File: config.mk
export PLATFORM = sky130hd
export DESIGN_NAME = global_config_registers
export DESIGN_NICKNAME = d
export VERILOG_FILES = /design/src/cfg_regs_pkg.sv /design/src/cfg_access_if.sv /design/src/global_config_registers.sv /design/src/config_port_decode.sv /design/src/reset_sequencer.sv
export SDC_FILE = /design/constraint.sdc
export NUM_CORES = 1
export LEC_CHECK = 0
export BUFFER_PORTS_ARGS = -buffer_cell sky130_fd_sc_hd__buf_2
export CORE_MARGIN = 4
export CORE_UTILIZATION = 55
export CTS_CLUSTER_DIAMETER = 60
export CTS_CLUSTER_SIZE = 10
export DETAILED_ROUTE_END_ITERATION = 16
export GPL_ROUTABILITY_DRIVEN = 0
export PLACE_DENSITY = 0.85
export SYNTH_ARGS = -nofsm -noshare
export SYNTH_HDL_FRONTEND = slang
export SYNTH_HIERARCHICAL = 1
export SYNTH_SLANG_ARGS = --single-unit
File: constraint.sdc
create_clock -name clk -period 6.8 [get_ports clk]
set_clock_uncertainty 0.1 [all_clocks]
set_input_delay 1.36 -clock clk [delete_from_list [all_inputs] [get_ports clk]]
set_output_delay 1.36 -clock clk [all_outputs]
set_load 0.01 [all_outputs]
File: src/cfg_regs_pkg.sv
// Offsets, field masks and reset values of the chip-level configuration bank.
// Assumes an 8-bit index space whose upper part (0x30 up) belongs to device banks.
package cfg_regs_pkg;

    // ==========================================================
    // Register indices
    localparam logic [7:0] IDX_CONFIG_CONTROL = 8'h02;
    localparam logic [7:0] IDX_LDEV_SELECT    = 8'h07;
    localparam logic [7:0] IDX_DEVICE_IDENTIFICATION      = 8'h20;
    localparam logic [7:0] IDX_SILICON_REV    = 8'h21;
    localparam logic [7:0] IDX_FUNC_POWER     = 8'h22;
    localparam logic [7:0] IDX_AUTO_PWR_MGMT  = 8'h23;
    localparam logic [7:0] IDX_OSC_CONTROL    = 8'h24;
    localparam logic [7:0] IDX_ADDR_LOW       = 8'h26;
    localparam logic [7:0] IDX_ADDR_HIGH      = 8'h27;
    localparam logic [7:0] IDX_GLOBAL_LAST    = 8'h2F;

    // ==========================================================
    // Field positions and writable-bit masks
    localparam int         SOFT_RESET_BIT     = 0;
    localparam int         SERIAL2_POWER_BIT  = 5;
    localparam logic [7:0] FUNC_POWER_MASK    = 8'h7D;
    localparam logic [7:0] AUTO_PWR_MASK      = 8'h79;
    localparam logic [7:0] OSC_MASK           = 8'hFE;
    localparam logic [7:0] ADDR_LOW_MASK      = 8'hFE;

    // ==========================================================
    // Reset values
    localparam logic [7:0] LDEV_SELECT_RST    = 8'h00;
    localparam logic [7:0] FUNC_POWER_RST     = 8'h00;
    localparam logic [7:0] AUTO_PWR_RST       = 8'h00;
    localparam logic [7:0] OSC_RST            = 8'h44;
    localparam logic [7:0] ADDR_LOW_STRAP0    = 8'h2E;
    localparam logic [7:0] ADDR_LOW_STRAP1    = 8'h4E;
    localparam logic [7:0] ADDR_HIGH_RST      = 8'h00;
    localparam logic [7:0] READ_ZERO          = 8'h00;

endpackage

File: src/cfg_access_if.sv
// Carries decoded index- and data-port accesses from the port decoder to the register bank.
// Assumes both ends share one clock; all signals but index are same-cycle combinational.
`timescale 1ns/100ps

interface cfg_access_if;
    logic [7:0] index;     // Current index, from a flop in the decoder
    logic       data_wr;   // Data-port write this cycle
    logic       data_rd;   // Data-port read this cycle
    logic       index_rd;  // Index-port read this cycle
    logic [7:0] wdata;     // Write data of the host cycle

    modport source (output index, output data_wr, output data_rd,
                    output index_rd, output wdata);
    modport sink   (input index, input data_wr, input data_rd,
                    input index_rd, input wdata);
endinterface // cfg_access_if

File: src/global_config_registers.sv
// Chip-level configuration bank, indices 0x00 to 0x2F, behind an index/data port.
// Assumes host I/O strobes, config_mode and the reset inputs share clk;
// indices 0x30 and up are forwarded to per-device banks outside this block.
`timescale 1ns/100ps

// What this block does
// - Index port decodes all eight bits
// - Global group spans indices zero to 0x2F
// - Unimplemented registers or bits read zero
// - Data port reaches the currently indexed register
// - Ports respond only in configuration mode
// - Listed reserved indices ignore writes, read zero
// - Control bit 0 triggers self-clearing soft reset
// - 0x07 selects logical device for banks
// - Activation reaches only the selected device
// - 0x20 returns fixed identification code
// - 0x21 returns fixed silicon revision
// - 0x22 holds one power bit per function
// - 0x23 enables automatic power management
// - Oscillator register resets to 0x44
// - Address low byte keeps bit 0 zero
// - Strap picks 0x2E or 0x4E default
// - Port moves when high byte written
// - Serial 2 power reset by standby only
module global_config_registers #(
    parameter logic [7:0] DEVICE_IDENTIFICATION_CODE = 8'hA5,   // Arbitrary value
    parameter logic [7:0] SILICON_REV    = 8'h01    // Arbitrary value
) (
    input  wire logic        clk,
    input  wire logic        rstn,
    input  wire logic        hard_reset_n,
    input  wire logic        standby_por_n,
    input  wire logic        sysopt_pin,
    input  wire logic        config_mode,
    input  wire logic [15:0] io_addr,
    input  wire logic        io_wr,
    input  wire logic        io_rd,
    input  wire logic [7:0]  io_wdata,
    output logic      [7:0]  io_rdata,
    output logic             io_rdata_valid,
    output logic      [15:0] config_base_addr,
    output logic             soft_reset_pulse,
    output logic      [7:0]  logical_device_sel,
    output logic      [7:0]  function_power_enable,
    output logic      [7:0]  auto_power_enable,
    output logic      [7:0]  oscillator_ctrl,
    output logic      [7:0]  ld_index,
    output logic      [7:0]  ld_wdata,
    output logic             ld_wr,
    output logic             ld_rd,
    input  wire logic [7:0]  ld_rdata
);

    // ==========================================================
    // Declarations
    cfg_access_if acc ();

    logic        rst_main;
    logic        rst_standby;
    logic        strap_high;

    logic [7:0]  rdata_reg;
    logic        rdata_valid_reg;
    logic [15:0] base_addr_reg;
    logic        soft_pulse_reg;
    logic [7:0]  ldev_sel_reg;
    logic [7:0]  function_power_enable_reg;
    logic [7:0]  auto_pwr_reg;
    logic [7:0]  osc_reg;
    logic [7:0]  addr_low_reg;
    logic [7:0]  config_port_address_high_reg;
    logic [7:0]  ld_wdata_reg;
    logic        ld_wr_reg;
    logic        ld_rd_reg;

    logic        in_bank;
    logic        wr_ctrl;
    logic        wr_ldev;
    logic        wr_power;
    logic        wr_apm;
    logic        wr_osc;
    logic        wr_addr_low;
    logic        wr_addr_high;
    logic        soft_request;
    logic [7:0]  rd_mux;
    logic [7:0]  rdata_next;
    logic [7:0]  addr_low_default;
    logic [7:0]  power_next;

    // ==========================================================
    // Submodules
    reset_sequencer u_reset (
        .clk           (clk),
        .rstn          (rstn),
        .hard_reset_n  (hard_reset_n),
        .standby_por_n (standby_por_n),
        .sysopt_pin    (sysopt_pin),
        .rst_main      (rst_main),
        .rst_standby   (rst_standby),
        .strap_high    (strap_high)
    );

    config_port_decode u_decode (
        .clk         (clk),
        .rst_main    (rst_main),
        .config_mode (config_mode),
        .io_addr     (io_addr),
        .io_wr       (io_wr),
        .io_rd       (io_rd),
        .io_wdata    (io_wdata),
        .base_addr   (base_addr_reg),
        .acc         (acc.source)
    );

    // ==========================================================
    // Write decode
    // upper index split
    assign in_bank      = acc.index > cfg_regs_pkg::IDX_GLOBAL_LAST;
    assign wr_ctrl      = acc.data_wr && (acc.index == cfg_regs_pkg::IDX_CONFIG_CONTROL);
    assign wr_ldev      = acc.data_wr && (acc.index == cfg_regs_pkg::IDX_LDEV_SELECT);
    assign wr_power     = acc.data_wr && (acc.index == cfg_regs_pkg::IDX_FUNC_POWER);
    assign wr_apm       = acc.data_wr && (acc.index == cfg_regs_pkg::IDX_AUTO_PWR_MGMT);
    assign wr_osc       = acc.data_wr && (acc.index == cfg_regs_pkg::IDX_OSC_CONTROL);
    assign wr_addr_low  = acc.data_wr && (acc.index == cfg_regs_pkg::IDX_ADDR_LOW);
    assign wr_addr_high = acc.data_wr && (acc.index == cfg_regs_pkg::IDX_ADDR_HIGH);
    assign soft_request = wr_ctrl && acc.wdata[cfg_regs_pkg::SOFT_RESET_BIT];

    // ==========================================================
    // Read selection
    // unmapped reads zero
    assign rd_mux =
        in_bank ? ld_rdata :
        (acc.index == cfg_regs_pkg::IDX_LDEV_SELECT)   ? ldev_sel_reg :
        (acc.index == cfg_regs_pkg::IDX_DEVICE_IDENTIFICATION)     ? DEVICE_IDENTIFICATION_CODE :
        (acc.index == cfg_regs_pkg::IDX_SILICON_REV)   ? SILICON_REV :
        (acc.index == cfg_regs_pkg::IDX_FUNC_POWER)    ? function_power_enable_reg :
        (acc.index == cfg_regs_pkg::IDX_AUTO_PWR_MGMT) ? auto_pwr_reg :
        (acc.index == cfg_regs_pkg::IDX_OSC_CONTROL)   ? osc_reg :
        (acc.index == cfg_regs_pkg::IDX_ADDR_LOW)      ? addr_low_reg :
        (acc.index == cfg_regs_pkg::IDX_ADDR_HIGH)     ? config_port_address_high_reg :
        cfg_regs_pkg::READ_ZERO;

    // Index-port reads return the index itself, data-port reads the selected register; otherwise hold the last answer
    assign rdata_next = acc.index_rd ? acc.index :
                        acc.data_rd  ? rd_mux : rdata_reg;

    assign addr_low_default = strap_high ? cfg_regs_pkg::ADDR_LOW_STRAP1
                                         : cfg_regs_pkg::ADDR_LOW_STRAP0;

    assign power_next = acc.wdata & cfg_regs_pkg::FUNC_POWER_MASK;

    // ==========================================================
    // Read answer, one cycle after the strobe
    always_ff @(posedge clk) begin
        if (rst_main) begin
            rdata_reg       <= 8'h00;
            rdata_valid_reg <= 1'b0;
        end else begin
            rdata_reg       <= rdata_next;
            rdata_valid_reg <= acc.data_rd || acc.index_rd;
        end
    end

    // ==========================================================
    // Soft reset trigger
    // self-clearing soft reset
    // Reads of the control register return zero, so no state is kept for it
    always_ff @(posedge clk) begin
        if (rst_main || rst_standby) begin
            soft_pulse_reg <= 1'b0;
        end else begin
            soft_pulse_reg <= soft_request && !soft_pulse_reg;
        end
    end

    // ==========================================================
    // Logical device selector, cleared by every reset type
    // device bank selector
    always_ff @(posedge clk) begin
        if (rst_main || rst_standby || soft_pulse_reg) begin
            ldev_sel_reg <= cfg_regs_pkg::LDEV_SELECT_RST;
        end else if (wr_ldev) begin
            ldev_sel_reg <= acc.wdata;
        end
    end

    // ==========================================================
    // Function power enables; serial port 2 survives all but standby reset
    // one means powered
    always_ff @(posedge clk) begin
        if (rst_standby) begin
            function_power_enable_reg <= cfg_regs_pkg::FUNC_POWER_RST;
        end else if (rst_main || soft_pulse_reg) begin
            function_power_enable_reg <= cfg_regs_pkg::FUNC_POWER_RST;
            function_power_enable_reg[cfg_regs_pkg::SERIAL2_POWER_BIT] <=
                function_power_enable_reg[cfg_regs_pkg::SERIAL2_POWER_BIT];
        end else if (wr_power) begin
            function_power_enable_reg <= power_next;
        end
    end

    // ==========================================================
    // Automatic power management and oscillator; soft reset leaves both
    // per-function auto power
    always_ff @(posedge clk) begin
        if (rst_main || rst_standby) begin
            auto_pwr_reg <= cfg_regs_pkg::AUTO_PWR_RST;
            osc_reg      <= cfg_regs_pkg::OSC_RST;
        end else begin
            if (wr_apm) begin
                auto_pwr_reg <= acc.wdata & cfg_regs_pkg::AUTO_PWR_MASK;
            end
            if (wr_osc) begin
                osc_reg <= (acc.wdata & cfg_regs_pkg::OSC_MASK);
            end
        end
    end

    // ==========================================================
    // Configuration port address
    // Only main-supply and hard resets restore it; a soft reset must not
    // move the port under the feet of software still in configuration mode.
    // even port address
    always_ff @(posedge clk) begin
        if (rst_main) begin
            addr_low_reg                 <= addr_low_default;
            config_port_address_high_reg <= cfg_regs_pkg::ADDR_HIGH_RST;
            base_addr_reg <= {cfg_regs_pkg::ADDR_HIGH_RST, addr_low_default};
        end else begin
            if (wr_addr_low) begin
                addr_low_reg <= acc.wdata & cfg_regs_pkg::ADDR_LOW_MASK;
            end
            if (wr_addr_high) begin
                config_port_address_high_reg <= acc.wdata;
                base_addr_reg <= {acc.wdata, addr_low_reg};
            end
        end
    end

    // ==========================================================
    // Forwarding to the per-device banks
    // bank access follows selector
    always_ff @(posedge clk) begin
        if (rst_main || rst_standby) begin
            ld_wdata_reg <= 8'h00;
            ld_wr_reg    <= 1'b0;
            ld_rd_reg    <= 1'b0;
        end else begin
            ld_wdata_reg <= acc.wdata;
            ld_wr_reg    <= acc.data_wr && in_bank;
            ld_rd_reg    <= acc.data_rd && in_bank;
        end
    end

    // ==========================================================
    // Outputs, each from a flop
    assign io_rdata              = rdata_reg;
    assign io_rdata_valid        = rdata_valid_reg;
    assign config_base_addr      = base_addr_reg;
    assign soft_reset_pulse      = soft_pulse_reg;
    assign logical_device_sel    = ldev_sel_reg;
    assign function_power_enable = function_power_enable_reg;
    assign auto_power_enable     = auto_pwr_reg;
    assign oscillator_ctrl       = osc_reg;
    assign ld_index              = acc.index;
    assign ld_wdata              = ld_wdata_reg;
    assign ld_wr                 = ld_wr_reg;
    assign ld_rd                 = ld_rd_reg;

    logic idx_reserved;
    assign idx_reserved = (acc.index <= 8'h01) ||
                          ((acc.index >= 8'h03) && (acc.index <= 8'h06)) ||
                          ((acc.index >= 8'h08) && (acc.index <= 8'h1F)) ||
                          (acc.index == 8'h25);
endmodule // global_config_registers

File: src/config_port_decode.sv
// Index/data port decoder: matches host I/O cycles against the configuration port.
// Assumes io_* strobes are one-cycle pulses from same-clock bus logic.
`timescale 1ns/100ps

module config_port_decode (
    input  wire logic        clk,
    input  wire logic        rst_main,
    input  wire logic        config_mode,
    input  wire logic [15:0] io_addr,
    input  wire logic        io_wr,
    input  wire logic        io_rd,
    input  wire logic [7:0]  io_wdata,
    input  wire logic [15:0] base_addr,
    cfg_access_if.source     acc
);

    logic [7:0] index_reg;
    logic       hit_index;
    logic       hit_data;

    // ==========================================================
    // Port matching
    // Outside configuration mode neither port exists, so cycles pass untouched
    // mode gates ports
    assign hit_index = config_mode && (io_addr == base_addr);
    assign hit_data  = config_mode && (io_addr == {base_addr[15:1], 1'b1});

    // full index kept
    // All eight index bits are kept; no aliasing of the register space
    always_ff @(posedge clk) begin
        if (rst_main) begin
            index_reg <= 8'h00;
        end else if (io_wr && hit_index) begin
            index_reg <= io_wdata;
        end
    end

    // Access strobes towards the bank
    assign acc.index    = index_reg;
    assign acc.data_wr  = io_wr && hit_data;
    assign acc.data_rd  = io_rd && hit_data;
    assign acc.index_rd = io_rd && hit_index;
    assign acc.wdata    = io_wdata;

endmodule // config_port_decode

File: src/reset_sequencer.sv
// Combines the reset sources and synchronises the address strap pin.
// Assumes hard_reset_n and standby_por_n come from same-clock logic.
`timescale 1ns/100ps

module reset_sequencer (
    input  wire logic clk,
    input  wire logic rstn,
    input  wire logic hard_reset_n,
    input  wire logic standby_por_n,
    input  wire logic sysopt_pin,
    output logic      rst_main,
    output logic      rst_standby,
    output logic      strap_high
);

    logic strap_meta_reg;
    logic strap_sync_reg;

    // ==========================================================
    // Strap synchroniser
    // Not reset: the strap must be valid while rstn is still held
    always_ff @(posedge clk) begin
        strap_meta_reg <= sysopt_pin;
        strap_sync_reg <= strap_meta_reg;
    end

    // Reset groups: main supply or hard reset, and standby supply
    assign rst_main    = !rstn || !hard_reset_n;
    assign rst_standby = !standby_por_n;
    assign strap_high  = strap_sync_reg;

endmodule // reset_sequencer

==> impl_metrics.py <==
metrics = {
    "worst_setup_path": {
        "startpoint_type": "input port",
        "timing.critical_path.to_type": "register",
        "required_time_worst_endpoint_ns": 6.92,
        "r2r-start": "config_base_addr[5]",
        "worstRegToRegCells": 8,
        "r2r_setup_slack_ns": 2.86,
        "worst_setup_path_startpoint": "io_addr[13]",
        "timing.rr.end": "function_power_enable[0]",
        "arrival_ns": 4.73,
        "path_class": "in -> reg",
        "path_max_fanout": 9,
    },
    "worst_hold_path": {
        "whs_endpoint": "u_reset/strap_high",
        "hold_path.class": "reg -> reg",
        "whs_path_depth": 0,
        "hold_path_startpoint": "u_reset/strap_meta_reg",
    },
    "cts": {
        "path_clk_slew_ns": 0.08,
        "post_cts_sizing": 0,
        "cts_inserted_buffers": 9,
        "cts.sinks": 78,
        "cts_tree": "done",
        "clock_path_buffers": 2,
        "cts_hold_bufs": 0,
        "cts_setup_buffers": 0,
        "clock_insertion_delay_worst_skew_ns": 0.36,
        "h_tree_lvls": 3,
        "clockRootBuffer": "sky130_fd_sc_hd__clkbuf_8",
    },
    "synth": {
        "synth_area_leader_cell": "sky130_fd_sc_hd__dfxtp_1",
        "ys_top_cells_by_area": "sky130_fd_sc_hd__dfxtp_1, sky130_fd_sc_hd__edfxtp_1, sky130_fd_sc_hd__mux2i_1",
        "synth_async_sr_flop_share": 0,
        "synthDistinctLibCells": 62,
        "yosysWarnings": 6,
        "synth.cell_area_sq_mm": 0.00380,
        "synth-seq-cells": 78,
        "sequential_cell_area_fraction_in_the_yosys_report": 0.447,
        "synth.cells.most_frequent": "sky130_fd_sc_hd__dfxtp_1, sky130_fd_sc_hd__nor2_1, sky130_fd_sc_hd__mux2i_1",
        "synth_edf_count": 14,
        "synth.most_common_cell": "sky130_fd_sc_hd__dfxtp_1",
        "top_ff_cell_synth": "sky130_fd_sc_hd__dfxtp_1",
        "synth_top_cell_area_share": 0.337,
        "syn_inst": 412,
        "synth_area_per_cell_sq_um": 9.24,
    },
    "timing": {
        "ratio_of_final_minimum_period_to_clock_period": 0.677,
        "maxSlewHeadroom": 0.0965,
        "hold_viol": 0,
        "rsz0062_at_grt": "false",
        "fin_crit_ns": 4.61,
        "totalNegativeSetupSlack_ns": 0,
        "timing_worst_slew_pin_value_ns": 1.35,
        "total_setup_violations_reported_at_the_end_of_the_flow": 0,
        "max_frequency_ghz": 0.217,
        "maxSlewViolCount": 0,
    },
    "floorplanning": {
        "io_pins": 116,
        "core_area_sq_mm": 0.00676,
        "die-width_microns": 91.2,
        "die_height_microns": 91.2,
        "placement_rows": 30,
        "dieArea_sq_mm": 0.00831,
        "initial_core_util": 0.563,
    },
    "placement": {
        "place_hpwl_mm": 7.89,
        "placed_cells": 568,
        "numPortBuffers": 108,
    },
    "grt": {
        "grt_first_pass_wirelength_mm": 17.4,
        "grt_max_degree": 47,
        "number_of_global_route_vias_before_repair": 3348,
        "grtUsageTotal": 0.264,
        "grt_antenna_before_repair": 0,
        "grt.overflow.total": 0,
    },
    "routing": {
        "route.detailed.drc": 0,
        "drt-initial-drc-count": 419,
        "wl_mm": 11.1,
        "ratio_of_routed_vias_to_standard_cells": 6.07,
        "post_drt_wl_per_cell_microns": 19.1,
        "total_number_of_vias": 3542,
        "detail_route.first_pass.iterations": 5,
        "drtAntennaViolNets": 0,
    },
    "finish": {
        "layout.filler_cells": 562,
        "nNetsFinal": 539,
        "antenna-diode-count": 0,
        "final-seq-area_sq_mm": 0.00170,
        "final_std_cells_w_o_fill": 584,
        "area.growth.synth_to_final_pct": 18.0,
        "fraction_of_layout_cells_with_a_size_suffix_above_1": 0.288,
        "multi_input_area_sq_mm": 0.00187,
    },
    "power": {
        "static_leakage_nw": 1.92,
        "power.density_cell_area_mw_per_mm2": 207,
        "vdd.ir_drop.worst_mv": 0.119,
    },
    "outcome": {
        "run_status": "finished, final reports clean",
    },
    "run": {
        "maxCapViolations": 0,
    },
}
==> routing by layer <==
metal | GRT usage | routed length [microns]
met1 | 0.341 | 4490
met5 | 0 | 0
met4 | 0.117 | 375
met3 | 0.0638 | 1170
met2 | 0.419 | 5100
==> cells by family after synthesis <==
kind of cell,synth area share
simple gates,0.198
buf+inv,0.0707
flops,0.447
xor+xnor,0.0368
other cells,0.000986
mux,0.0852
compound gates,0.161
==> cell usage in the layout (no fill, tap or decap), drive strengths merged, types with 9 or more instances in the layout <==
master,instances
dfxtp,64
o21ai,24
inv,12
mux2i,29
buf,110
edfxtp,14
a21oi,27
and2,13
clkbuf,11
xor2,9
nor2,43
nand2,19
nand3,18
==> through the flow <==
step / total power [mW] / util / cell area (sq um) / hold WS (ns) / setup WS (ns)
finish: 0.931 / 0.664 / 4490 / 0.234 / 2.19
global route: 0.958 / 0.664 / 4490 / 0.250 / 2.08
CTS: 0.931 / 0.664 / 4490 / 0.236 / 2.43
detailed placement: 0.549 / 0.631 / 4270 / 0.216 / 2.07
global placement: 0.547 / 0.631 / 4270 / 0.213 / 2.26
floorplan: 0.527 / - / 3830 / 0.210 / 3.03
==> final cells by class <==
type | count | share of cell area
multi-input cells | 289 | 0.416
flip-flops and latches | 78 | 0.379
repair buffers | 110 | 0.124
clock buffers | 11 | 0.0315
well taps | 80 | 0.0223
clock inverters | 5 | 0.0184
inverters | 11 | 0.00920
==> how the worst max path moves through the flow <==
stage	endpoint	slack [ns]	cells past startpoint
after global routing	function_power_enable[0]	2.08	9
after detailed placement	function_power_enable[0]	2.07	9
final	function_power_enable[0]	2.19	9
after CTS	function_power_enable[0]	2.43	9
after global placement	config_base_addr[5]	2.26	8
after floorplan	config_base_addr[1]	3.03	8
==> power by group <==
| group | total (mW) | switching (mW) | internal, mW |
|---|---|---|---|
| Combinational | 0.0564 | 0.0348 | 0.0216 |
| Sequential | 0.483 | 0.00457 | 0.479 |
| Clock | 0.391 | 0.173 | 0.218 |
| Total | 0.931 | 0.213 | 0.718 |
==> critical path, stage by stage <==
cell	delay, ns
sky130_fd_sc_hd__buf_2	0.10
sky130_fd_sc_hd__xor2_1	0.14
sky130_fd_sc_hd__nor4_2	0.38
sky130_fd_sc_hd__nand3_1	0.35
sky130_fd_sc_hd__nor4_1	0.68
sky130_fd_sc_hd__nor4bb_1	1.11
sky130_fd_sc_hd__nand3_1	0.35
sky130_fd_sc_hd__nand2_1	0.16
sky130_fd_sc_hd__a21oi_1	0.08
Note: power is estimated with default switching activity, not from simulation.
